$ cat src/nvmp_defines.svh
// Purpose: shared constants of the nvm protection register block
// Assumes: 32-bit axi4-lite, one word per register, index = byte addr / 4
// Notes: no processes here, definitions only
`ifndef NVMP_DEFINES_SVH
`define NVMP_DEFINES_SVH

// register indices, byte address is four times the index
`define NVMP_IDX_CMD_INDEX 4'h1
`define NVMP_IDX_STATUS 4'h6
`define NVMP_IDX_FLASH_PROTECT_CTRL 4'h8
`define NVMP_IDX_EEPROM_PROTECT_CTRL 4'h9
`define NVMP_IDX_CCOB_HI 4'ha
`define NVMP_IDX_CCOB_LO 4'hb
`define NVMP_IDX_OPTION 4'hc

// configuration bytes fetched during the reset sequence
`define NVMP_CFG_FLASH_PROTECT_CTRL_ADDR 16'hff7c
`define NVMP_CFG_EEPROM_PROTECT_CTRL_ADDR 16'hff7d
`define NVMP_CFG_OPTION_ADDR 16'hff7e
`define NVMP_CFG_LAST_SEL 2'h2

// flash range anchors
`define NVMP_UPPER_END_P1 17'h10000
`define NVMP_LOWER_BASE 17'h08000

// reset values before the configuration load
`define NVMP_FLASH_PROTECT_CTRL_RST 8'hff
`define NVMP_EEPROM_PROTECT_CTRL_RST 8'h80
`define NVMP_OPTION_RST 8'h00

// command object geometry
`define NVMP_CCOB_WORDS 6
`define NVMP_CCOB_IDX_MAX 3'h5

// status bit position
`define NVMP_STAT_VIOL_BIT 4

// axi responses
`define NVMP_RESP_OKAY 2'h0
`define NVMP_RESP_SLVERR 2'h2

`endif

$ cat src/nvmp_pkg.sv
// Purpose: types of the nvm protection register block
// Assumes: constants live in nvmp_defines.svh
// Notes: every use is written nvmp_pkg::name
`include "nvmp_defines.svh"
package nvmp_pkg;

  typedef struct packed {
    logic range_sense_select;
    logic fixed_one;
    logic upper_range_disable;
    logic [1:0] upper_range_size;
    logic lower_range_disable;
    logic [1:0] lower_range_size;
  } nvmp_flash_protect_ctrl_t;

  typedef struct packed {
    logic eeprom_guard_enable_n;
    logic [3:0] zeros;
    logic [2:0] eeprom_guard_size;
  } nvmp_eeprom_protect_ctrl_t;

  typedef enum logic [1:0] {
    NVMP_OP_PROGRAM,
    NVMP_OP_SECTOR_ERASE,
    NVMP_OP_BLOCK_ERASE
  } nvmp_op_kind_t;

  typedef struct packed {
    logic valid;
    nvmp_op_kind_t kind;
    logic eeprom;
    logic [15:0] addr;
  } nvmp_op_t;

  typedef struct packed {
    logic wr;
    logic rd;
    logic [3:0] wr_idx;
    logic [3:0] rd_idx;
    logic [7:0] wdata;
  } nvmp_regreq_t;

  typedef enum {
    NVMP_LOAD,
    NVMP_RUN
  } nvmp_phase_t;

  typedef struct packed {
    logic aw_held;
    logic [3:0] aw_idx;
    logic w_held;
    logic [7:0] wdata;
    logic w_lane0;
    logic bvalid;
    logic [1:0] bresp;
    logic rvalid;
    logic [31:0] rdata;
    logic [1:0] rresp;
  } nvmp_axi_state_t;

  typedef struct packed {
    nvmp_phase_t phase;
    logic [1:0] cfg_sel;
    nvmp_flash_protect_ctrl_t flash_protect_ctrl;
    nvmp_eeprom_protect_ctrl_t eeprom_protect_ctrl;
    logic [7:0] option_bits;
    logic [2:0] command_word_index;
    logic [`NVMP_CCOB_WORDS*16-1:0] ccob;
    logic protection_violation_flag;
    logic op_done;
    logic op_refused;
  } nvmp_state_t;

endpackage

$ cat src/nvmp_axil_slave.sv
// Purpose: axi4-lite slave front end for byte-wide registers
// Assumes: one write and one read under way at most
// Notes: register side decodes the index, this side handshakes and checks upper address bits
`timescale 1ns/1ps
`include "nvmp_defines.svh"
module nvmp_axil_slave (
  input wire logic clk,
  input wire logic rst_n,
  input wire logic stall,
  input wire logic [31:0] s_axi_awaddr,
  input wire logic s_axi_awvalid,
  output logic s_axi_awready,
  input wire logic [31:0] s_axi_wdata,
  input wire logic [3:0] s_axi_wstrb,
  input wire logic s_axi_wvalid,
  output logic s_axi_wready,
  output logic [1:0] s_axi_bresp,
  output logic s_axi_bvalid,
  input wire logic s_axi_bready,
  input wire logic [31:0] s_axi_araddr,
  input wire logic s_axi_arvalid,
  output logic s_axi_arready,
  output logic [31:0] s_axi_rdata,
  output logic [1:0] s_axi_rresp,
  output logic s_axi_rvalid,
  input wire logic s_axi_rready,
  output nvmp_pkg::nvmp_regreq_t req,
  input wire logic wr_mapped,
  input wire logic rd_mapped,
  input wire logic [7:0] rd_data
);

  nvmp_pkg::nvmp_axi_state_t s_r;
  nvmp_pkg::nvmp_axi_state_t s_nxt;
  logic do_wr;
  logic do_rd;

  assign s_axi_awready = !s_r.aw_held && !s_r.bvalid;
  assign s_axi_wready = !s_r.w_held && !s_r.bvalid;
  // registers are not served while the configuration load runs
  assign s_axi_arready = !s_r.rvalid && !stall;
  assign s_axi_bvalid = s_r.bvalid;
  assign s_axi_bresp = s_r.bresp;
  assign s_axi_rvalid = s_r.rvalid;
  assign s_axi_rdata = s_r.rdata;
  assign s_axi_rresp = s_r.rresp;

  assign do_wr = s_r.aw_held && s_r.w_held && !stall;
  assign do_rd = s_axi_arvalid && s_axi_arready;

  always_comb begin
    req.wr = do_wr && s_r.w_lane0 && wr_mapped;
    req.wr_idx = s_r.aw_idx;
    req.wdata = s_r.wdata;
    req.rd = do_rd;
    req.rd_idx = s_axi_araddr[5:2];
  end

  always_comb begin
    s_nxt = s_r;
    if (s_axi_awvalid && s_axi_awready) begin
      s_nxt.aw_held = 1'b1;
      // upper address bits must be zero for a mapped register
      s_nxt.aw_idx = (s_axi_awaddr[31:6] == 26'h0000000) ?
        s_axi_awaddr[5:2] : 4'hf;
    end
    if (s_axi_wvalid && s_axi_wready) begin
      s_nxt.w_held = 1'b1;
      s_nxt.wdata = s_axi_wdata[7:0];
      s_nxt.w_lane0 = s_axi_wstrb[0];
    end
    if (do_wr) begin
      s_nxt.aw_held = 1'b0;
      s_nxt.w_held = 1'b0;
      s_nxt.bvalid = 1'b1;
      s_nxt.bresp = wr_mapped ? `NVMP_RESP_OKAY : `NVMP_RESP_SLVERR;
    end else if (s_r.bvalid && s_axi_bready) begin
      s_nxt.bvalid = 1'b0;
    end
    if (do_rd) begin
      s_nxt.rvalid = 1'b1;
      s_nxt.rdata = {24'h000000, rd_data};
      s_nxt.rresp = (rd_mapped && s_axi_araddr[31:6] == 26'h0000000) ?
        `NVMP_RESP_OKAY : `NVMP_RESP_SLVERR;
    end else if (s_r.rvalid && s_axi_rready) begin
      s_nxt.rvalid = 1'b0;
    end
  end

  always_ff @(posedge clk or negedge rst_n) begin
    if (!rst_n) begin
      s_r <= '0;
    end else begin
      s_r <= s_nxt;
    end
  end

endmodule

$ cat src/nvmp_top.sv
// Purpose: flash and eeprom protection, command object and option regs
// Assumes: config bytes come from a flash read port after reset
// Notes: command execution itself lives outside this block
//
// What this block does
// - reset sequence loads flash protection from config byte at 0xFF7C.
// - flash protection writes apply only the changes that do not shrink the protected region.
// - program or erase on protected flash is refused and sets violation flag.
// - flash block erase refused while any sector of that block is protected.
// - bit 7 picks sense: clear means ranges unprotected, set means protected.
// - flash protection bit 6 is read-only and reads one.
// - bit 5 disables upper range ending at 0xFFFF; zero enables it.
// - upper size bits 4:3 writable only while upper disable bit is set.
// - bit 2 disables lower range starting at 0x8000; zero enables it.
// - lower size bits 1:0 writable only while lower disable bit is set.
// - eeprom protection only grows: size must rise, enable only one to zero.
// - eeprom bit 7 zero enables protection; while one, size is ignored.
// - reset sequence loads eeprom enable and size from byte at 0xFF7D.
// - program or erase on protected eeprom is refused and sets violation flag.
// - eeprom block erase refused while any eeprom sector is protected.
// - eeprom bits 6:3 read zero; bits 2:0 give protected area size.
// - command object is six words picked by a separate index register.
// - high byte register maps bits 15:8, low byte register bits 7:0.
// - reset sequence loads all eight option bits from byte at 0xFF7E.
`timescale 1ns/1ps
`include "nvmp_defines.svh"
module nvmp_top #(
  parameter int FLASH_UNIT_LOG2 = 10,
  parameter int EE_UNIT_LOG2 = 5
) (
  input wire logic clk,
  input wire logic rst_n,
  input wire logic [31:0] s_axi_awaddr,
  input wire logic s_axi_awvalid,
  output logic s_axi_awready,
  input wire logic [31:0] s_axi_wdata,
  input wire logic [3:0] s_axi_wstrb,
  input wire logic s_axi_wvalid,
  output logic s_axi_wready,
  output logic [1:0] s_axi_bresp,
  output logic s_axi_bvalid,
  input wire logic s_axi_bready,
  input wire logic [31:0] s_axi_araddr,
  input wire logic s_axi_arvalid,
  output logic s_axi_arready,
  output logic [31:0] s_axi_rdata,
  output logic [1:0] s_axi_rresp,
  output logic s_axi_rvalid,
  input wire logic s_axi_rready,
  output logic cfg_rd_req,
  output logic [15:0] cfg_rd_addr,
  input wire logic cfg_rd_valid,
  input wire logic [7:0] cfg_rd_data,
  input wire nvmp_pkg::nvmp_op_t op,
  output logic op_ready,
  output logic op_done,
  output logic op_refused,
  output logic protection_violation_flag,
  output logic [7:0] option_bits,
  output logic [15:0] command_word
);

  ////////////////////////////////////////////////////////////////////////
  // elaboration checks

  // region sizes must fit the 32 kbyte flash window and 64 kbyte space
  if (FLASH_UNIT_LOG2 < 0 || FLASH_UNIT_LOG2 > 12) begin : g_chk_flash
    $error("FLASH_UNIT_LOG2 out of range");
  end
  if (EE_UNIT_LOG2 < 0 || EE_UNIT_LOG2 > 12) begin : g_chk_ee
    $error("EE_UNIT_LOG2 out of range");
  end

  ////////////////////////////////////////////////////////////////////////
  // functions

  // size of a flash range in bytes
  function automatic logic [16:0] range_bytes(input logic [1:0] sz);
    logic [16:0] unit;
    unit = 17'h00001 << FLASH_UNIT_LOG2;
    range_bytes = unit << sz;
  endfunction

  // flash byte falls in the enabled upper range
  function automatic logic in_upper(input nvmp_pkg::nvmp_flash_protect_ctrl_t f,
                                    input logic [15:0] a);
    logic [16:0] start;
    start = `NVMP_UPPER_END_P1 - range_bytes(f.upper_range_size);
    in_upper = !f.upper_range_disable && ({1'b0, a} >= start);
  endfunction

  // flash byte falls in the enabled lower range
  function automatic logic in_lower(input nvmp_pkg::nvmp_flash_protect_ctrl_t f,
                                    input logic [15:0] a);
    logic [16:0] lim;
    lim = `NVMP_LOWER_BASE + range_bytes(f.lower_range_size);
    in_lower = !f.lower_range_disable &&
      ({1'b0, a} >= `NVMP_LOWER_BASE) && ({1'b0, a} < lim);
  endfunction

  // protection of one flash byte under the chosen sense
  function automatic logic flash_prot(input nvmp_pkg::nvmp_flash_protect_ctrl_t f,
                                      input logic [15:0] a);
    logic hit;
    hit = in_upper(f, a) || in_lower(f, a);
    flash_prot = f.range_sense_select ? hit : !hit;
  endfunction

  function automatic logic ee_prot(input nvmp_pkg::nvmp_eeprom_protect_ctrl_t e,
                                   input logic [15:0] a);
    logic [16:0] lim;
    lim = ({14'h0000, e.eeprom_guard_size} + 17'h00001) << EE_UNIT_LOG2;
    // enable bit high masks the size field completely
    ee_prot = !e.eeprom_guard_enable_n && ({1'b0, a} < lim);
  endfunction

  function automatic logic mapped(input logic [3:0] idx);
    case (idx)
      `NVMP_IDX_CMD_INDEX,
      `NVMP_IDX_STATUS,
      `NVMP_IDX_FLASH_PROTECT_CTRL,
      `NVMP_IDX_EEPROM_PROTECT_CTRL,
      `NVMP_IDX_CCOB_HI,
      `NVMP_IDX_CCOB_LO,
      `NVMP_IDX_OPTION: mapped = 1'b1;
      default: mapped = 1'b0;
    endcase
  endfunction

  // option byte is read-only
  function automatic logic writable(input logic [3:0] idx);
    writable = mapped(idx) && (idx != `NVMP_IDX_OPTION);
  endfunction

  ////////////////////////////////////////////////////////////////////////
  // bus front end

  nvmp_pkg::nvmp_state_t s_r;
  nvmp_pkg::nvmp_state_t s_nxt;
  nvmp_pkg::nvmp_regreq_t req;
  logic [7:0] rd_data;
  logic loading;

  assign loading = (s_r.phase == nvmp_pkg::NVMP_LOAD);

  nvmp_axil_slave u_bus (
    .clk(clk),
    .rst_n(rst_n),
    .stall(loading),
    .s_axi_awaddr(s_axi_awaddr),
    .s_axi_awvalid(s_axi_awvalid),
    .s_axi_awready(s_axi_awready),
    .s_axi_wdata(s_axi_wdata),
    .s_axi_wstrb(s_axi_wstrb),
    .s_axi_wvalid(s_axi_wvalid),
    .s_axi_wready(s_axi_wready),
    .s_axi_bresp(s_axi_bresp),
    .s_axi_bvalid(s_axi_bvalid),
    .s_axi_bready(s_axi_bready),
    .s_axi_araddr(s_axi_araddr),
    .s_axi_arvalid(s_axi_arvalid),
    .s_axi_arready(s_axi_arready),
    .s_axi_rdata(s_axi_rdata),
    .s_axi_rresp(s_axi_rresp),
    .s_axi_rvalid(s_axi_rvalid),
    .s_axi_rready(s_axi_rready),
    .req(req),
    .wr_mapped(writable(req.wr_idx)),
    .rd_mapped(mapped(s_axi_araddr[5:2])),
    .rd_data(rd_data)
  );

  ////////////////////////////////////////////////////////////////////////
  // read mux

  logic idx_ok;
  logic [15:0] sel_word;

  assign idx_ok = (s_r.command_word_index <= `NVMP_CCOB_IDX_MAX);
  // out-of-range index reads zero rather than aliasing a word
  assign sel_word = idx_ok ?
    s_r.ccob[s_r.command_word_index*16 +: 16] : 16'h0000;

  always_comb begin
    case (req.rd_idx)
      `NVMP_IDX_CMD_INDEX: rd_data = {5'h00, s_r.command_word_index};
      `NVMP_IDX_STATUS:
        rd_data = 8'(s_r.protection_violation_flag) << `NVMP_STAT_VIOL_BIT;
      `NVMP_IDX_FLASH_PROTECT_CTRL: rd_data = s_r.flash_protect_ctrl;
      `NVMP_IDX_EEPROM_PROTECT_CTRL: rd_data = s_r.eeprom_protect_ctrl;
      `NVMP_IDX_CCOB_HI: rd_data = sel_word[15:8];
      `NVMP_IDX_CCOB_LO: rd_data = sel_word[7:0];
      `NVMP_IDX_OPTION: rd_data = s_r.option_bits;
      default: rd_data = 8'h00;
    endcase
  end

  ////////////////////////////////////////////////////////////////////////
  // flash protection write filter

  nvmp_pkg::nvmp_flash_protect_ctrl_t fp_wr;
  nvmp_pkg::nvmp_flash_protect_ctrl_t fp_new;
  logic to_closed;

  assign fp_wr = req.wdata;
  // sense may only leave protect-ranges mode when both ranges go disabled,
  // which then protects the whole array
  assign to_closed = s_r.flash_protect_ctrl.range_sense_select &&
    !fp_wr.range_sense_select && fp_wr.upper_range_disable &&
    fp_wr.lower_range_disable;

  always_comb begin
    fp_new = s_r.flash_protect_ctrl;
    if (to_closed) begin
      fp_new.range_sense_select = 1'b0;
      fp_new.upper_range_disable = 1'b1;
      fp_new.lower_range_disable = 1'b1;
    end else if (s_r.flash_protect_ctrl.range_sense_select) begin
      // protected ranges: enabling a range only adds protection
      if (!fp_wr.upper_range_disable) begin
        fp_new.upper_range_disable = 1'b0;
      end
      if (!fp_wr.lower_range_disable) begin
        fp_new.lower_range_disable = 1'b0;
      end
    end else begin
      // unprotected ranges: disabling a range only adds protection
      if (fp_wr.upper_range_disable) begin
        fp_new.upper_range_disable = 1'b1;
      end
      if (fp_wr.lower_range_disable) begin
        fp_new.lower_range_disable = 1'b1;
      end
    end
    // sizes move only while their range is disabled, so no live change
    if (s_r.flash_protect_ctrl.upper_range_disable) begin
      fp_new.upper_range_size = fp_wr.upper_range_size;
    end
    if (s_r.flash_protect_ctrl.lower_range_disable) begin
      fp_new.lower_range_size = fp_wr.lower_range_size;
    end
    fp_new.fixed_one = 1'b1;
  end

  ////////////////////////////////////////////////////////////////////////
  // eeprom protection write filter

  nvmp_pkg::nvmp_eeprom_protect_ctrl_t ee_wr;
  nvmp_pkg::nvmp_eeprom_protect_ctrl_t ee_new;

  assign ee_wr = req.wdata;

  always_comb begin
    ee_new = s_r.eeprom_protect_ctrl;
    if (!ee_wr.eeprom_guard_enable_n) begin
      ee_new.eeprom_guard_enable_n = 1'b0;
    end
    if (ee_wr.eeprom_guard_size > s_r.eeprom_protect_ctrl.eeprom_guard_size) begin
      ee_new.eeprom_guard_size = ee_wr.eeprom_guard_size;
    end
    ee_new.zeros = 4'h0;
  end

  ////////////////////////////////////////////////////////////////////////
  // operation check

  logic op_take;
  logic op_bad;

  assign op_take = op.valid && !loading;

  always_comb begin
    op_bad = 1'b0;
    if (op.eeprom) begin
      if (op.kind == nvmp_pkg::NVMP_OP_BLOCK_ERASE) begin
        op_bad = !s_r.eeprom_protect_ctrl.eeprom_guard_enable_n;
      end else begin
        op_bad = ee_prot(s_r.eeprom_protect_ctrl, op.addr);
      end
    end else begin
      if (op.kind == nvmp_pkg::NVMP_OP_BLOCK_ERASE) begin
        // with FLASH_UNIT_LOG2 up to 10 the ranges never cover the whole block, so open sense always
        // leaves some sector protected
        op_bad = !s_r.flash_protect_ctrl.range_sense_select ||
          !s_r.flash_protect_ctrl.upper_range_disable ||
          !s_r.flash_protect_ctrl.lower_range_disable;
      end else begin
        op_bad = flash_prot(s_r.flash_protect_ctrl, op.addr);
      end
    end
  end

  ////////////////////////////////////////////////////////////////////////
  // next state

  always_comb begin
    s_nxt = s_r;
    s_nxt.op_done = 1'b0;
    s_nxt.op_refused = 1'b0;
    case (s_r.phase)
      nvmp_pkg::NVMP_LOAD: begin
        if (cfg_rd_valid) begin
          case (s_r.cfg_sel)
            2'h0: begin
              s_nxt.flash_protect_ctrl = cfg_rd_data;
              s_nxt.flash_protect_ctrl.fixed_one = 1'b1;
            end
            2'h1: begin
              s_nxt.eeprom_protect_ctrl = cfg_rd_data;
              s_nxt.eeprom_protect_ctrl.zeros = 4'h0;
            end
            default: begin
              s_nxt.option_bits = cfg_rd_data;
            end
          endcase
          s_nxt.cfg_sel = s_r.cfg_sel + 2'h1;
          if (s_r.cfg_sel == `NVMP_CFG_LAST_SEL) begin
            s_nxt.phase = nvmp_pkg::NVMP_RUN;
          end
        end
      end
      nvmp_pkg::NVMP_RUN: begin
        if (req.wr) begin
          case (req.wr_idx)
            `NVMP_IDX_CMD_INDEX:
              s_nxt.command_word_index = req.wdata[2:0];
            `NVMP_IDX_STATUS: begin
              // write one clears
              if (req.wdata[`NVMP_STAT_VIOL_BIT]) begin
                s_nxt.protection_violation_flag = 1'b0;
              end
            end
            `NVMP_IDX_FLASH_PROTECT_CTRL: s_nxt.flash_protect_ctrl = fp_new;
            `NVMP_IDX_EEPROM_PROTECT_CTRL: s_nxt.eeprom_protect_ctrl = ee_new;
            `NVMP_IDX_CCOB_HI: begin
              if (idx_ok) begin
                s_nxt.ccob[s_r.command_word_index*16+8 +: 8] =
                  req.wdata;
              end
            end
            `NVMP_IDX_CCOB_LO: begin
              if (idx_ok) begin
                s_nxt.ccob[s_r.command_word_index*16 +: 8] =
                  req.wdata;
              end
            end
            default: begin
            end
          endcase
        end
        if (op_take) begin
          s_nxt.op_done = 1'b1;
          s_nxt.op_refused = op_bad;
          // a new violation beats a clear in the same cycle
          if (op_bad) begin
            s_nxt.protection_violation_flag = 1'b1;
          end
        end
      end
      default: begin
        s_nxt.phase = nvmp_pkg::NVMP_LOAD;
      end
    endcase
  end

  always_ff @(posedge clk or negedge rst_n) begin
    if (!rst_n) begin
      s_r <= '0;
      s_r.phase <= nvmp_pkg::NVMP_LOAD;
      s_r.flash_protect_ctrl <= `NVMP_FLASH_PROTECT_CTRL_RST;
      s_r.eeprom_protect_ctrl <= `NVMP_EEPROM_PROTECT_CTRL_RST;
      s_r.option_bits <= `NVMP_OPTION_RST;
    end else begin
      s_r <= s_nxt;
    end
  end

  ////////////////////////////////////////////////////////////////////////
  // outputs

  assign cfg_rd_req = loading;
  always_comb begin
    case (s_r.cfg_sel)
      2'h0: cfg_rd_addr = `NVMP_CFG_FLASH_PROTECT_CTRL_ADDR;
      2'h1: cfg_rd_addr = `NVMP_CFG_EEPROM_PROTECT_CTRL_ADDR;
      default: cfg_rd_addr = `NVMP_CFG_OPTION_ADDR;
    endcase
  end
  assign op_ready = !loading;
  assign op_done = s_r.op_done;
  assign op_refused = s_r.op_refused;
  assign protection_violation_flag = s_r.protection_violation_flag;
  assign option_bits = s_r.option_bits;
  assign command_word = sel_word;

endmodule

$ cat config.mk
export PLATFORM = sky130hd
export DESIGN_NAME = nvmp_top
export DESIGN_NICKNAME = d
export VERILOG_FILES = /design/src/nvmp_pkg.sv /design/src/nvmp_axil_slave.sv /design/src/nvmp_top.sv
export VERILOG_INCLUDE_DIRS = /design/src
export SDC_FILE = /design/constraint.sdc
export NUM_CORES = 1
export LEC_CHECK = 0
export ABC_AREA = 1
export BUFFER_PORTS_ARGS = -buffer_cell sky130_fd_sc_hd__buf_2
export CORE_MARGIN = 4
export CORE_UTILIZATION = 56
export DETAILED_ROUTE_END_ITERATION = 8
export PLACE_DENSITY = 0.83
export SYNTH_ARGS = -nofsm -noshare
export SYNTH_HDL_FRONTEND = slang
export SYNTH_SLANG_ARGS = --single-unit
$ cat constraint.sdc
create_clock -name clk -period 5.4 [get_ports clk]
set_clock_uncertainty 0.1 [all_clocks]
set_input_delay 1.08 -clock clk [delete_from_list [all_inputs] [get_ports clk]]
set_output_delay 1.08 -clock clk [all_outputs]
set_load 0.01 [all_outputs]
### Word-level counts from Yosys, hierarchy flattened

Cells that the tools add are included.
W data, S select, Z words.

* shift operators: 7
* add/subtract/negate cells: 7
* mux-type cells: 54
* bitwise gates (word level): 2
* $lt $le $gt $ge: 6
* reduce and logical (&&, ||, !) cells: 64
* eq/ne operators: 37

Operators by type and width (number)
* $bwmux W96: 2
* $mux W96: 2
* $pmux W96 S2: 1
* $shift A8 B34 Y96 const A: 2
* $shiftx A8 B34 Y96: 2
* $shiftx A96 B8 Y16: 1
* $logic_not A32 Y1: 2
* $pmux W32 S2: 1
* $mux W58: 1
* $pmux W8 S7: 1
* $logic_not A26 Y1: 2
* $eq A4 B4 Y1 const B: 10
* $mux W8: 5
* $neg A7 Y34: 1
* $neg A8 Y34: 1
* $shl A11 B2 Y17 const A: 2
* $eq A32 B1 Y1 const B: 1
* $mux W16: 2
* $mux W32: 1
* $pmux W16 S2: 1
* $reduce_and A6 Y1: 5
* $mux W1: 26
* $ne A2 B2 Y1 const B: 12
* $logic_and A1 B1 Y1: 22
* other kinds (35): 71

* flip-flop bits (word level): 189

### Depth between registers and ports, before layout

Gate-level depths: netlist of run 1.

* depth in word-level cells: 12
* gate-level depth with buffers: 17
* depth with buffers taken out: 17

### Modules after synthesis

A second synthesis of run 1 with hierarchy kept.

* cell total of the unflattened synthesis: 1159
* area total of the unflattened synthesis: 8996.1 sq um

Modules (own cells, without submodules)
* nvmp_top: seq. area each 3139.3 sq um, area an instance 7264.5 sq um, times used 1, cells an instance 948
* nvmp_axil_slave: seq. area each 675.6 sq um, area an instance 1731.7 sq um, times used 1, cells an instance 211

### Least setup slack after synthesis of run 1

Ideal clock, no wire load.

* kind: reg-to-output
* start: reg s_r[100] (netlist name)
* end: out command_word[5]
* path buffers: 5
* required time: 4.220 ns
* setup slack: 2.132 ns
* data arrival time: 2.088 ns
* stages on the path, launching flop included: 10
* cell sequence: dfrtp_1 buf_4 inv_1 buf_2 buf_2 buf_2 ha_1 nor3_4 clkbuf_1 nor2_1

* longest elaborated chain between the ends: 2

RTL lines
* start: declaration: line nvmp_top.sv:138 `nvmp_pkg::nvmp_state_t s_r;`
* start signal: assignment: line nvmp_top.sv:374 `s_r <= s_nxt;`
* $shiftx A96 B8 Y16 or $le A3 B3 Y1 (tied branches)
* $mux W16 (*): line nvmp_top.sv:181 `assign sel_word = idx_ok ?`
* end: declaration: line nvmp_top.sv:60 `output logic [15:0] command_word`

Every way passes the cells marked *; elsewhere a longest branch is shown, timed or not.

### Worst setup path in the final report of run 1

* start: reg s_r[99] (netlist name)
* end: out command_word[11]

The elaborated chain is that of the path after synthesis.

==> run summary, run 1 <==
GRT Util Overall - 28.0%
Final setup fails - 0
Core ar. - 15400 µm²
Initial antenna violation count - 1
Clk slew on worst S/H paths - 0.06 ns
Finished Core Util - 65.3%
Initial Utilization - 57.9%
Peak VDD IR - 0.246 mV
Height of the die - 134 µm
Hold/Removal Path Class - reg2reg
Final Instance Count excl. Fillers - 1482
Final instance area - 10100 µm²
Max Freq - 0.259 GHz
Clock Latency Late Sink - 0.43 ns
Post-Syn Area per Cell - 7.75 µm²
Adder-Cell Fraction of Synth Area - 3.64%
Max FO, Critical Path - 76
Final period utilization - 71.5%
GRT Residual Overflow - 0
Required time worst endpoint - 4.22 ns
Layout cells sized above 1 - 18.5%
Psw - 910 µW
DR WL/cell - 16.7 µm
Status - finished, final reports clean
Fin crit period - 3.86 ns
H-tree Lvls - 4
DP Worst Slack - 2.04 ns
Register bit total from synthesis - 152
Clk sinks - 152
Register share of total power - 40.7%
Mux cell area share after synthesis - 0.630%
Least-Margin Pin Slew - 1.04 ns
Placed standard-cell area - 9430 µm²
Die width - 134 µm
Via density - 5.62
Max Cap Viol - 0
Root buf cell - clkbuf_16
Cells after Synth - 1153
Initial DRC Count - 885
Ant. Diodes - 0
Placed insts - 1450
Pre-Repair DR Iteration Count - 6
First-pass GRT wire length - 40100 µm
# rows - 45
Synth warn - 0
Worst setup margin - 1.54 ns
Synth-to-layout area growth - 12.8%
Pins over their slew limit - 0
Post-Syn Area - 8940 µm²
IO buf count - 145
RSZ-0062 raised after global routing - false
Longest Clk Path Bufs - 2
Largest family of logic cells by synthesized area - simple AND/OR/NAND/NOR gates
# hold bufs at CTS - 0
Yosys cell types - 48
Leakage power - 4.96 nW
Critical Setup Path Class - reg2out
Comb power frac - 17.0%
Placer congestion estimate - 0.942
Crit path arrival time - 2.68 ns
# IOs - 222
Setup crit end kind - output port
Compound-Gate Fraction of Synth Area - 14.2%
Startpoint types - flip-flop
Cts repair resizes - 0
Largest net degree at the start of global routing - 117
Clock power frac - 42.4%
Post-synthesis xor/xnor area fraction - 0.196%
DRC - 0
Total Wirelength - 24700 µm
Vias post-DR - 8328
Layout Nets - 1420
Final antenna-violating net count - 0
Final hold vios - 0
Power density cells - 309 nW/µm²
Synth Area in Simple Gates - 26.8%
TNS Setup - 0 ns
Sequential-to-total area share from yosys stat - 42.7%
Net Sw Frac - 29.2%
Rel. slew slack - 30.5%
Pint - 2.21 mW
Detailed Place HPWL - 17600 µm
Fillers - 1338
Post-CTS setup buffers - 0
Num CTS Buffers - 17
DIE AREA - 18000 µm²
TritonCTS clock tree - done
Vias in the first global route - 7975
area by class of cell:
type | count | area (µm²) | share of cell area, %
multi-input cells | 847 | 4230 | 41.9
flip-flops and latches | 152 | 3820 | 37.9
repair buffers | 152 | 785 | 7.78
clock buffers | 20 | 457 | 4.53
inverters | 88 | 338 | 3.35
well taps | 211 | 264 | 2.62
clock inverters | 12 | 196 | 1.95
cells by family (layout without fill, tap and decap cells):
family / Yosys count / in the layout
adders and majority gates: 26 / 26
buffers and inverters: 194 / 272
AOI/OAI and AO/OA: 231 / 231
other: 2 / 42
and+or+nand+nor: 541 / 541
xor gates and xnor gates: 2 / 2
muxes: 5 / 5
DFF: 152 / 152
placed cells by master (no fill, tap or decap), types with 4 or more instances in the layout:
cell type | netlist | layout
nand2_1 | 328 | 328
buf_2 | 20 | 144
dfrtp_1 | 143 | 142
o21ai_1 | 101 | 101
nor2_1 | 89 | 89
inv_1 | 78 | 78
nand3_1 | 65 | 65
o21ai_0 | 47 | 47
conb_1 | 2 | 42
a21oi_1 | 35 | 35
ha_1 | 26 | 26
clkbuf_16 | 0 | 17
o31ai_1 | 16 | 16
nor4_1 | 15 | 15
o22ai_1 | 14 | 14
dfstp_2 | 9 | 9
inv_2 | 7 | 7
nand4_1 | 7 | 7
buf_4 | 67 | 7
nor3_1 | 6 | 6
nand2_2 | 5 | 5
nor3_2 | 5 | 5
mux2_2 | 5 | 5
bufinv_16 | 0 | 5
a22o_1 | 4 | 4
nand3_4 | 4 | 4
or2_2 | 4 | 4
worst max-delay path: stages (launching register included):
cell     delay (ns)
dfrtp_2        0.41
buf_4          0.37
ha_1           0.37
nor3_4         0.66
a21oi_1        0.22
buf_2          0.21
path summary, 6_finish.rpt:
path                            depth (start not counted)  slack (ns)                to     start
worst max-delay path                                    5        1.54  command_word[11]   s_r[99]
worst min-delay path                                    2        0.36          s_r[124]  s_r[124]
worst max register to register                         10        2.07           s_r[72]  s_r[100]
worst min register to register                          2        0.36          s_r[124]  s_r[124]
max in group asynchronous                               2        3.41           s_r[99]     rst_n
min in group asynchronous                               1        0.72           s_r[90]     rst_n
synthesized netlist by cell type, drive strengths merged:
cell type,instances,area (µm²)
xnor2,1,8.76
dfrtp,143,3580
nor2,93,387
clkbuf,11,41.3
a32o,2,20.0
or2,4,25.0
a21boi,1,7.51
o32ai,1,8.76
o21ai,148,741
ha,26,325
o211ai,2,15.0
clkinv,2,7.51
buf,95,671
a22o,4,35.0
a221oi,1,8.76
nand4,9,77.6
nand2,334,1270
nand3b,2,15.0
nor4,15,93.8
conb,2,7.51
inv,86,330
nand3,71,415
xor2,1,8.76
a2bb2oi,1,8.76
mux2,5,56.3
a211oi,3,22.5
a21oi,35,175
o31ai,16,120
a31oi,3,18.8
dfstp,9,236
nor3,13,113
o22ai,14,87.6
stage by stage:
| stage | hold WS, ns | power [mW] |
|---|---|---|
| floorplan | 0.333 | 1.61 |
| global placement | 0.344 | 1.79 |
| detailed placement | 0.347 | 1.80 |
| CTS | 0.357 | 3.12 |
| global route | 0.376 | 3.25 |
| finish | 0.362 | 3.12 |
sequential cells by signal, indices dropped and copies added, names as in the netlist:
signal and cells:
u_bus.s_axi_rresp 1, u_bus.s_axi_bresp 1, protection_violation_flag 1, s_r 114, option_bits 8, u_bus.req 12, op_done 1, op_refused 1
u_bus.s_axi_bvalid 1, u_bus.s_axi_rdata 8, u_bus.s_r 3, u_bus.s_axi_rvalid 1
power by group through the flow:
stage | logic, mW | clock network (mW) | registers, mW
final | 0.529 | 1.32 | 1.27
after global routing | 0.597 | 1.38 | 1.27
after detailed placement | 0.520 | 0 | 1.28
after global placement | 0.509 | 0 | 1.28
after CTS | 0.526 | 1.33 | 1.26
after floorplan | 0.347 | 0 | 1.27
per-layer routing:
layer,wire length [µm],global-route usage [%],up-vias
met5,13,0,-
met4,655,9.73,2
met3,2620,7.46,61
met2,11700,45.9,483
met1,9730,36.3,3851
li1,-,-,3931
(Power assumes the default switching activity.)
==> run 2: changes to the inputs <==
- CORE_UTILIZATION: 56 -> 49
- PLACE_DENSITY: 0.83 -> 0.77
- clock period: 5.4 -> 3.3 ns (I/O delays scaled with it)
==> run summary, run 2 (synthesis results as in run 1) <==
Core ar. - 18000 µm² (+16%)
Final antenna-violating net count - 0 (unchanged)
Least-Margin Pin Slew - 0.717 ns (-0.326 ns)
Critical Setup Path Class - reg2out
Initial DRC Count - 789 (-11%)
Die width - 143 µm (+6.5%)
Max Freq - 0.321 GHz
Num CTS Buffers - 17 (unchanged)
Pins over their slew limit - 0 (unchanged)
Cts repair resizes - 0 (unchanged)
DRC - 0 (unchanged)
Hold/Removal Path Class - in2async
Max FO, Critical Path - 46 (-39%)
# rows - 49 (+8.9%)
Vias in the first global route - 7926 (-0.61%)
Largest register by flop count - s_r
Pre-Repair DR Iteration Count - 8 (+2)
CP max-delay cell - buf_4
GRT Util Overall - 25.2% (-2.8 points)
Final instance area - 10100 µm² (+0.67%)
Crit path arrival time - 2.36 ns (-0.32 ns)
Status - finished, final reports clean
Height of the die - 143 µm (+6.5%)
Max Cap Viol - 0 (unchanged)
Placed standard-cell area - 9530 µm² (+1.1%)
Layout Nets - 1427 (+0.49%)
Layout cells sized above 1 - 18.9% (+0.37 points)
Synth-to-layout area growth - 13.5%
DIE AREA - 20500 µm² (+13%)
Total Wirelength - 25200 µm (+2.0%)
Detailed Place HPWL - 18300 µm (+4.3%)
Clk slew on worst S/H paths - 0.06 ns (about the same)
Fin crit period - 3.12 ns
# IOs - 222 (unchanged)
TritonCTS clock tree - done
Final period utilization - 94.5%
Clock Latency Late Sink - 0.43 ns (about the same)
Startpoint types - flip-flop
Required time worst endpoint - 2.54 ns (-1.68 ns)
Max reg flops - 114 (unchanged)
Longest Clk Path Bufs - 2 (unchanged)
Setup crit end kind - output port
Rel. slew slack - 52.2% (+22 points)
GRT Residual Overflow - 0 (unchanged)
Final setup fails - 0 (unchanged)
Power density cells - 494 nW/µm² (+60%)
Most Frequent Cell on Critical Path - buf_4
Via density - 5.43 (-3.4%)
Hold Slack - 0.134 ns (-0.228 ns)
Clk sinks - 152 (unchanged)
Largest delay share family, worst path - buffers and inverters
Finished Core Util - 56.5% (-8.8 points)
Ant. Diodes - 0 (unchanged)
Leakage power - 5.00 nW (+0.73%)
Commonest non-fill, non-tap cell in the layout - nand2_1
TNS Setup - 0 ns (unchanged)
Placer congestion estimate - 0.932 (-1.1%)
H-tree Lvls - 4 (unchanged)
# hold bufs at CTS - 0 (unchanged)
RR Startpoint - s_r[100]
CP bufs+invs - 3 (+1)
First-pass GRT wire length - 40800 µm (+1.7%)
Crit path launch - s_r[99]
Most frequent cells in the layout - 328 x nand2_1, 144 x buf_2, 142 x dfrtp_1, 101 x o21ai_1, 89 x nor2_1
RSZ-0062 raised after global routing - false
Vias post-DR - 8182 (-1.8%)
CP peak stage delay - 0.47 ns (-0.19 ns)
Final hold vios - 0 (unchanged)
Root buf cell - clkbuf_16
Largest net degree at the start of global routing - 76 (-35%)
Post-CTS setup buffers - 0 (unchanged)
CP cell instances - buf_4 > nor2_8 > nor3_4 > buf_4 > nor2_1 > buf_2
Initial antenna violation count - 0 (-1)
DR WL/cell - 16.7 µm (+0.29%)
IO buf count - 145 (unchanged)
Peak VDD IR - 0.458 mV (+86%)
Initial Utilization - 49.8% (-8.2 points)
run 2: changes by cell type in the layout (fill, tap and decap cells not counted), sizes merged:
cell,before,now
bufinv,5,4
buf,152,159
clkinvlp,3,1
clkinv,5,8
run 2: worst register-to-register path, stage by stage, from the launching register on:
cell and delay (ns):
dfrtp_1 0.37, inv_1 0.34, ha_1 0.53, inv_1 0.47
nand3_1 0.13, nor3_1 0.24, nand2_2 0.25, o31ai_1 0.26
run 2: worst paths after layout:
| path | to | slack [ns] | cells past startpoint |
|---|---|---|---|
| min | s_r[21] | 0.13 | 1 |
| max reg2reg | s_r[10] | 0.52 | 7 |
| max | command_word[14] | 0.18 | 6 |
| min in group clk | u_bus.s_axi_rvalid | 0.30 | 2 |
| max in group asynchronous | u_bus.s_axi_rdata[0] | 2.22 | 2 |
| min reg2reg | s_r[124] | 0.36 | 2 |
run 2: per-stage QoR:
stage / setup slack [ns] / instances / total power, mW
after floorplan: 0.416 / 1193 / 2.64
after global placement: 0.584 / 1475 / 2.95
after detailed placement: 0.558 / 1475 / 2.96
after CTS: 0.195 / 1507 / 5.02
after global routing: 0.0586 / 1507 / 5.22
final: 0.182 / 1507 / 5.02
run 2: layout make-up:
| class | count | area, µm² |
|---|---|---|
| fill | 1623 | 7820 |
| inverter | 88 | 338 |
| clock inverter | 12 | 174 |
| sequential | 152 | 3820 |
| timing repair buffer | 159 | 862 |
| tap | 229 | 287 |
| clock buffer | 20 | 447 |
| multi-input combinational | 847 | 4230 |
run 2: metal layers:
metal | vias to the layer above | part of all wire [%] | routed length [µm] | global-route usage, %
met2 | 356 | 46 | 11700 | 39.3
li1 | 3943 | - | - | -
met1 | 3821 | 43 | 10700 | 34.1
met5 | - | 0 | 0 | 0
met3 | 62 | 8.4 | 2110 | 6.46
met4 | 0 | 2.6 | 658 | 9.35
run 2: report_power, final:
group	leakage (nW)	switching, mW	internal [mW]
clock network	0.304	0.786	1.28
logic	2.70	0.600	0.271
registers	1.99	0.109	1.97
